### src/logic/odv_defs.vh
// constants of the off-delay and channel 1 voltage register bank
// assumes mclk at 250 MHz and an 8-bit register access port
`ifndef ODV_DEFS_VH
`define ODV_DEFS_VH
`define ODV_ADDR_W 8
`define ODV_DLY56_OFS 8'h0A
`define ODV_DLY7_OFS 8'h0B
`define ODV_VOUT1_OFS 8'h0C
`define ODV_CFG_OFS 8'h23
`define ODV_CH5_LSB 0
`define ODV_CH6_LSB 4
`define ODV_CH7_LSB 0
`define ODV_VCODE_LSB 0
`define ODV_EXTEND_BIT 2
`define ODV_REDUCE_BIT 3
`define ODV_DLY56_MASK 8'h77
`define ODV_DLY7_MASK 8'h07
`define ODV_VOUT1_MASK 8'h1F
`define ODV_CFG_MASK 8'h0C
`define ODV_CFG_RESET 8'h00
`define ODV_STEP_MS 4
`define ODV_STEP_EXT_MS 16
`define ODV_CLK_KHZ 18'h3D090
`define ODV_MV_BASE 11'h4B0
`define ODV_MV_BASE_RED 11'h456
`define ODV_MV_STEP 11'h00A
`endif

### src/logic/odv_delay_timer.v
// one channel power-down delay timer
// assumes a single clock and a millisecond enable pulse from the parent
`timescale 1ns/1ps
`default_nettype none
`include "odv_defs.vh"
module odv_delay_timer
(
	input wire mclk,
	input wire reset,
	input wire msTick,
	input wire start,
	input wire [2:0] code,
	input wire extend,
	output reg done_r
);
reg [6:0] msLeft_r;
reg busy_r;
// ----------------------------------------
// delay count
// ----------------------------------------
// scaled by four, or by sixteen when extend is set
function [6:0] delayMs;
	input [2:0] c;
	input ext;
	begin
		if (ext)
			delayMs = {c, 4'h0};
		else
			delayMs = {2'h0, c, 2'h0};
	end
endfunction
always @(posedge mclk)
begin
	if (reset)
	begin
		msLeft_r <= 7'h00;
		busy_r <= 1'b0;
		done_r <= 1'b0;
	end
	else
	begin
		done_r <= 1'b0;
		if (start)
		begin
			if (delayMs(code, extend) == 7'h00)
			begin
				done_r <= 1'b1;
				busy_r <= 1'b0;
			end
			else
			begin
				msLeft_r <= delayMs(code, extend);
				busy_r <= 1'b1;
			end
		end
		else if (busy_r && msTick)
		begin
			if (msLeft_r == 7'h01)
			begin
				busy_r <= 1'b0;
				done_r <= 1'b1;
			end
			msLeft_r <= msLeft_r - 7'h01;
		end
	end
end
endmodule
`default_nettype wire

### src/logic/odv_regs.v
// off-delay and channel 1 voltage register bank
// assumes a host register port on mclk and fuse values held stable in reset
// Behaviour
// - register 0x0A: bits 6:4 channel 6 delay, bits 2:0 channel 5 delay
// - register 0x0B: bits 2:0 channel 7 delay, other bits unused
// - extend clear: delay is code times 4 ms, 0 to 28 ms
// - extend set: delay is code times 16 ms, up to 112 ms
// - range extend comes from bit 2 of register 0x23
// - delay fields load fuse defaults at reset, register 0x23 clears to 0; then host read/write
// - register 0x0C: bits 4:0 channel 1 voltage code, read/write
// - reduce clear: 1.20 V at code 0, minus 10 mV per step
// - reduce set: 1.11 V at code 0, minus 10 mV per step
// - voltage reduce comes from bit 3 of register 0x23
`timescale 1ns/1ps
`default_nettype none
`include "odv_defs.vh"
module odv_regs
(
	input wire mclk,
	input wire reset,
	input wire [7:0] fuseDly56,
	input wire [7:0] fuseDly7,
	input wire [7:0] fuseVout1,
	input wire regWrite,
	input wire regRead,
	input wire [7:0] regAddr,
	input wire [7:0] regWdata,
	output reg [7:0] regRdata_r,
	input wire [2:0] offStart,
	output wire [2:0] offDone,
	output reg [10:0] ch1VoltageMv_r,
	output wire offDelayRangeExtend,
	output wire ch1VoltageReduce
);

localparam [17:0] MS_CYCLES = `ODV_CLK_KHZ;
reg [7:0] dly56_r;
reg [7:0] dly7_r;
reg [7:0] vout1_r;
reg [7:0] cfg_r;
reg [17:0] msCnt_r;
reg msTick_r;
wire [2:0] ch5OffDelayCode;
wire [2:0] ch6OffDelayCode;
wire [2:0] ch7OffDelayCode;
wire [4:0] ch1VoltageCode;
wire hitDly56;
wire hitDly7;
wire hitVout1;
wire hitCfg;

assign ch5OffDelayCode = dly56_r[`ODV_CH5_LSB +: 3];
assign ch6OffDelayCode = dly56_r[`ODV_CH6_LSB +: 3];
assign ch7OffDelayCode = dly7_r[`ODV_CH7_LSB +: 3];
assign ch1VoltageCode = vout1_r[`ODV_VCODE_LSB +: 5];
assign hitDly56 = regWrite && (regAddr == `ODV_DLY56_OFS);
assign hitDly7 = regWrite && (regAddr == `ODV_DLY7_OFS);
assign hitVout1 = regWrite && (regAddr == `ODV_VOUT1_OFS);
assign hitCfg = regWrite && (regAddr == `ODV_CFG_OFS);
assign offDelayRangeExtend = cfg_r[`ODV_EXTEND_BIT];
assign ch1VoltageReduce = cfg_r[`ODV_REDUCE_BIT];

// ----------------------------------------
// field masks
// ----------------------------------------
// unused bits dropped
function [7:0] fieldMask;
	input [7:0] addr;
	begin
		case (addr)
			`ODV_DLY56_OFS: fieldMask = `ODV_DLY56_MASK;
			`ODV_DLY7_OFS: fieldMask = `ODV_DLY7_MASK;
			`ODV_VOUT1_OFS: fieldMask = `ODV_VOUT1_MASK;
			`ODV_CFG_OFS: fieldMask = `ODV_CFG_MASK;
			default: fieldMask = 8'h00;
		endcase
	end
endfunction

// ----------------------------------------
// register writes
// ----------------------------------------
// channel 5/6 delays
always @(posedge mclk)
begin
	if (reset)
		dly56_r <= fuseDly56 & fieldMask(`ODV_DLY56_OFS);
	else if (hitDly56)
		dly56_r <= regWdata & fieldMask(`ODV_DLY56_OFS);
end

always @(posedge mclk)
begin
	if (reset)
		dly7_r <= fuseDly7 & fieldMask(`ODV_DLY7_OFS);
	else if (hitDly7)
		dly7_r <= regWdata & fieldMask(`ODV_DLY7_OFS);
end

always @(posedge mclk)
begin
	if (reset)
		vout1_r <= fuseVout1 & fieldMask(`ODV_VOUT1_OFS);
	else if (hitVout1)
		vout1_r <= regWdata & fieldMask(`ODV_VOUT1_OFS);
end

always @(posedge mclk)
begin
	if (reset)
		cfg_r <= `ODV_CFG_RESET;
	else if (hitCfg)
		cfg_r <= regWdata & fieldMask(`ODV_CFG_OFS);
end

// ----------------------------------------
// read data
// ----------------------------------------
always @(posedge mclk)
begin
	if (reset)
		regRdata_r <= 8'h00;
	else if (regRead)
	begin
		case (regAddr)
			`ODV_DLY56_OFS: regRdata_r <= dly56_r;
			`ODV_DLY7_OFS: regRdata_r <= dly7_r;
			`ODV_VOUT1_OFS: regRdata_r <= vout1_r;
			`ODV_CFG_OFS: regRdata_r <= cfg_r;
			default: regRdata_r <= 8'h00;
		endcase
	end
end
// ----------------------------------------
// channel 1 voltage
// ----------------------------------------
// code to millivolts
function [10:0] millivolts;
	input [4:0] code;
	input reduce;
	begin
		if (reduce)
			millivolts = `ODV_MV_BASE_RED - `ODV_MV_STEP * {6'h00, code};
		else
			millivolts = `ODV_MV_BASE - `ODV_MV_STEP * {6'h00, code};
	end
endfunction
always @(posedge mclk)
begin
	if (reset)
		ch1VoltageMv_r <= 11'h000;
	else
		ch1VoltageMv_r <= millivolts(ch1VoltageCode, ch1VoltageReduce);
end

// ----------------------------------------
// millisecond tick
// ----------------------------------------
always @(posedge mclk)
begin
	if (reset)
	begin
		msCnt_r <= 18'h00000;
		msTick_r <= 1'b0;
	end
	else if (msCnt_r == MS_CYCLES - 18'h00001)
	begin
		msCnt_r <= 18'h00000;
		msTick_r <= 1'b1;
	end
	else
	begin
		msCnt_r <= msCnt_r + 18'h00001;
		msTick_r <= 1'b0;
	end
end

// ----------------------------------------
// delay timers
// ----------------------------------------
odv_delay_timer ch5Timer
(
	.mclk(mclk),
	.reset(reset),
	.msTick(msTick_r),
	.start(offStart[0]),
	.code(ch5OffDelayCode),
	.extend(offDelayRangeExtend),
	.done_r(offDone[0])
);
odv_delay_timer ch6Timer
(
	.mclk(mclk),
	.reset(reset),
	.msTick(msTick_r),
	.start(offStart[1]),
	.code(ch6OffDelayCode),
	.extend(offDelayRangeExtend),
	.done_r(offDone[1])
);
odv_delay_timer ch7Timer
(
	.mclk(mclk),
	.reset(reset),
	.msTick(msTick_r),
	.start(offStart[2]),
	.code(ch7OffDelayCode),
	.extend(offDelayRangeExtend),
	.done_r(offDone[2])
);
endmodule
`default_nettype wire

### config.mk
export PLATFORM = sky130hd
export DESIGN_NAME = odv_regs
export DESIGN_NICKNAME = d
export VERILOG_FILES = /design/src/logic/odv_delay_timer.v /design/src/logic/odv_regs.v
export VERILOG_INCLUDE_DIRS = /design/src /design/src/logic
export SDC_FILE = /design/constraint.sdc
export NUM_CORES = 1
export LEC_CHECK = 0
export ABC_AREA = 0
export BUFFER_PORTS_ARGS = -buffer_cell sky130_fd_sc_hd__buf_2
export CAP_MARGIN = 0
export CORE_ASPECT_RATIO = 0.7
export CORE_MARGIN = 2
export CORE_UTILIZATION = 30
export CTS_BUF_LIST = sky130_fd_sc_hd__clkbuf_4
export CTS_CLUSTER_DIAMETER = 30
export DETAILED_ROUTE_END_ITERATION = 7
export PLACE_DENSITY = 0.56
export SYNTH_ARGS = -nofsm -noshare
export SYNTH_HDL_FRONTEND = slang
export SYNTH_SLANG_ARGS = --single-unit
### constraint.sdc
create_clock -name mclk -period 2.1 [get_ports mclk]
set_input_delay 0.21 -clock mclk [delete_from_list [all_inputs] [get_ports mclk]]
set_output_delay 0.21 -clock mclk [all_outputs]
set_load 0.1 [all_outputs]
==> results.cfg <==
[clocking]
cts_num_sinks = 79
clk_latency_ns = 0.43
tritoncts = built
htree_num_levels = 3
cts-root-buf = clkbuf_4
clkTransAtPathRegs_ns = 0.13
clockBufferDepth = 2
hold_buffers = 0
cts_buffers = 9

[grt]
grt_pass1_wl_um = 17100
grt_max_degree = 40
grtUsageTotal_pct = 14.4
grt_pass1_vias = 3364
antenna_found_initial = 0
overflow = 0

[floorplanning]
design.core.area_um2 = 13800
fp.dieW_um = 146
die_area_um2 = 15000
start_util_pct = 30.5
std_cell_rows = 36
top_level_ports = 71
die_h_um = 103

[power]
irDropWorstVdd_mv = 0.376
power_leakage_nw = 2.03
power_density_nw_per_um2 = 766

[timing]
fin_crit_sh_pct = 109
worst_pin_slew_ns = 0.745
setup_viol = 5
skew_ns = 0.0188
fin_ws_ns = -0.192
period_needed_ns = 2.29
rsz0062_at_grt = yes
finalMaxSlewViolations = 0
max_slew_margin_pct = 50.3
fmax_mhz = 436
fin_setup_tns_ns = -0.555
final-hold-violation-count = 0

[yosys]
synth-seq-cells = 79
synth_edf_count = 14
yosysTopAreaCellShare_pct = 30.9
synth.largest_area_cell = dfxtp_1
post-synth-top-count-cell = dfxtp_1
synth.avg_cell_area_um2 = 8.61
postSynthCellCount = 490
seq_area_frac_synth_pct = 40.8
yosysWarnings = 0
synthesis.area_um2 = 4220
synthTopCellsByArea = dfxtp_1 31%, edfxtp_1 10%, nor2_1 5.3%
synth_common_cells = 65 x dfxtp_1, 60 x nor2_1, 43 x nand2_1, 38 x a21oi_1, 24 x o21ai_0
synth.distinct_cells = 63
yosys_most_used_dff = dfxtp_1
synth-async-reset-ratio_pct = 0

[place]
portBuffers = 57
post-dp-hpwl_um = 7960
dpl.cell_count = 736
gp_congestion = 0.848

[worst_setup_path]
end_kind = register
start_kind = register
arrival_ns = 2.64
required_ns = 2.45
critPathKind = register to register
cp_max_fo = 5

[detailed_routing]
drc_errors = 0
drt-total-wl_um = 10700
wl_per_cell_um = 14.1
post_drt_via_cell_ratio = 4.91
vias = 3717
ant_nets = 0
drtIter0Drc = 269
dr.pass1.iters = 4

[cells_and_area]
final_cells = 757
syn_to_final_growth_pct = 22.2
diodes = 0
drive_above_1_share_pct = 23.6
nets = 626

[outcome]
violations = negative setup slack
status = complete, but fails checks

[run]
cap_viol_max_count = 0

[worst_hold_path]
hold_class = input pin to register
## routing by layer
metal	GRT usage, %	share of wire [%]
met1	20.9	53
met2	20.8	41
met3	3.64	4.3
met4	4.83	1.6
met5	0	0
## path summary, 6_finish.rpt
check / to / slack [ns] / start / cells after the start
setup reg to reg: ch1VoltageMv_r[8] / -0.19 / vout1_r[2] / 7
setup / recovery: ch1VoltageMv_r[8] / -0.19 / vout1_r[2] / 7
hold reg to reg: msCnt_r[0] / 0.47 / msCnt_r[0] / 1
hold / removal: cfg_r[2] / 0.05 / regWdata[2] / 3
## state kept, by name, indices dropped and copies added (netlist names)
name               flops
cfg_r                  2
ch1VoltageMv_r        10
ch5Timer.busy_r        1
ch5Timer.done_r        1
ch5Timer.msLeft_r      7
ch6Timer.busy_r        1
ch6Timer.done_r        1
ch6Timer.msLeft_r      7
ch7Timer.busy_r        1
ch7Timer.done_r        1
ch7Timer.msLeft_r      7
dly56_r                6
dly7_r                 3
msCnt_r               18
msTick_r               1
regRdata_r             7
vout1_r                5
## cell families (layout without fill, tap and decap cells)
kind of cell	count (synthesis)	in the layout	share of synthesized area (%)
other cells	1	2	0.0889
mux	10	10	2.46
compound gates	116	116	18.0
simple gates	203	203	25.0
xor+xnor	19	19	3.95
buf+inv	45	121	4.51
fa+ha+maj	17	17	5.22
flops	79	79	40.8
## report_power, final
part | switching, mW | leakage [nW] | internal (mW) | total (mW)
clock | 0.547 | 0.0840 | 0.493 | 1.04
sequential | 0.0791 | 0.668 | 1.65 | 1.73
combinational | 0.766 | 1.28 | 0.408 | 1.17
## placed cells by master, fill, tap and decap left out, types with 6 or more instances in the layout
cell type / Yosys / layout
a21o_1: 9 / 9
a21oi_1: 38 / 37
buf_2: 2 / 57
buf_4: 5 / 27
clkbuf_4: 0 / 10
dfxtp_1: 65 / 65
edfxtp_1: 14 / 14
ha_1: 16 / 12
inv_1: 20 / 20
mux2i_1: 7 / 7
nand2_1: 43 / 43
nand2b_1: 10 / 10
nand3_1: 13 / 13
nor2_1: 60 / 59
nor3_1: 16 / 15
nor4_1: 7 / 6
o21ai_0: 24 / 22
or3_1: 10 / 9
xnor2_1: 15 / 14
## stage by stage
stage / cell area [um^2] / setup WS [ns] / hold slack, ns / total power, mW / util (%)
after global placement: 4830 / -0.149 / 0.442 / 2.82 / 34.9
after detailed placement: 4830 / -0.205 / 0.451 / 2.84 / 34.9
final: 5150 / -0.192 / 0.0518 / 3.95 / 37.3
after floorplan: 4240 / -0.0983 / 0.354 / 2.55 / -
after CTS: 5050 / -0.174 / 0.0148 / 3.93 / 36.5
after global routing: 5150 / -0.261 / 0.0178 / 4.17 / 37.3
## layout make-up
cell class | count | area, um^2
Clock buffer | 10 | 75.1
Clock inverter | 6 | 85.1
Fill cell | 1439 | 8670
Inverter | 20 | 75.1
Multi-Input combinational cell | 367 | 2450
Sequential cell | 79 | 1720
Tap cell | 190 | 238
Timing Repair Buffer | 85 | 508
## what timing repair did
action                     4_1_cts  5_1_grt
setup endpoints to repair        5        6
buffers inserted                 2        3
resized for setup                6       15
pin swaps                        4        9
## critical path, stage by stage, from the launching register on
cell	delay (ns)
edfxtp_1	0.49
ha_2	0.24
ha_4	0.17
fa_2	0.61
a21o_1	0.15
and3_4	0.23
o2bb2ai_2	0.07
a221oi_2	0.26
No activity file was read; power rests on OpenSTA's default activity.
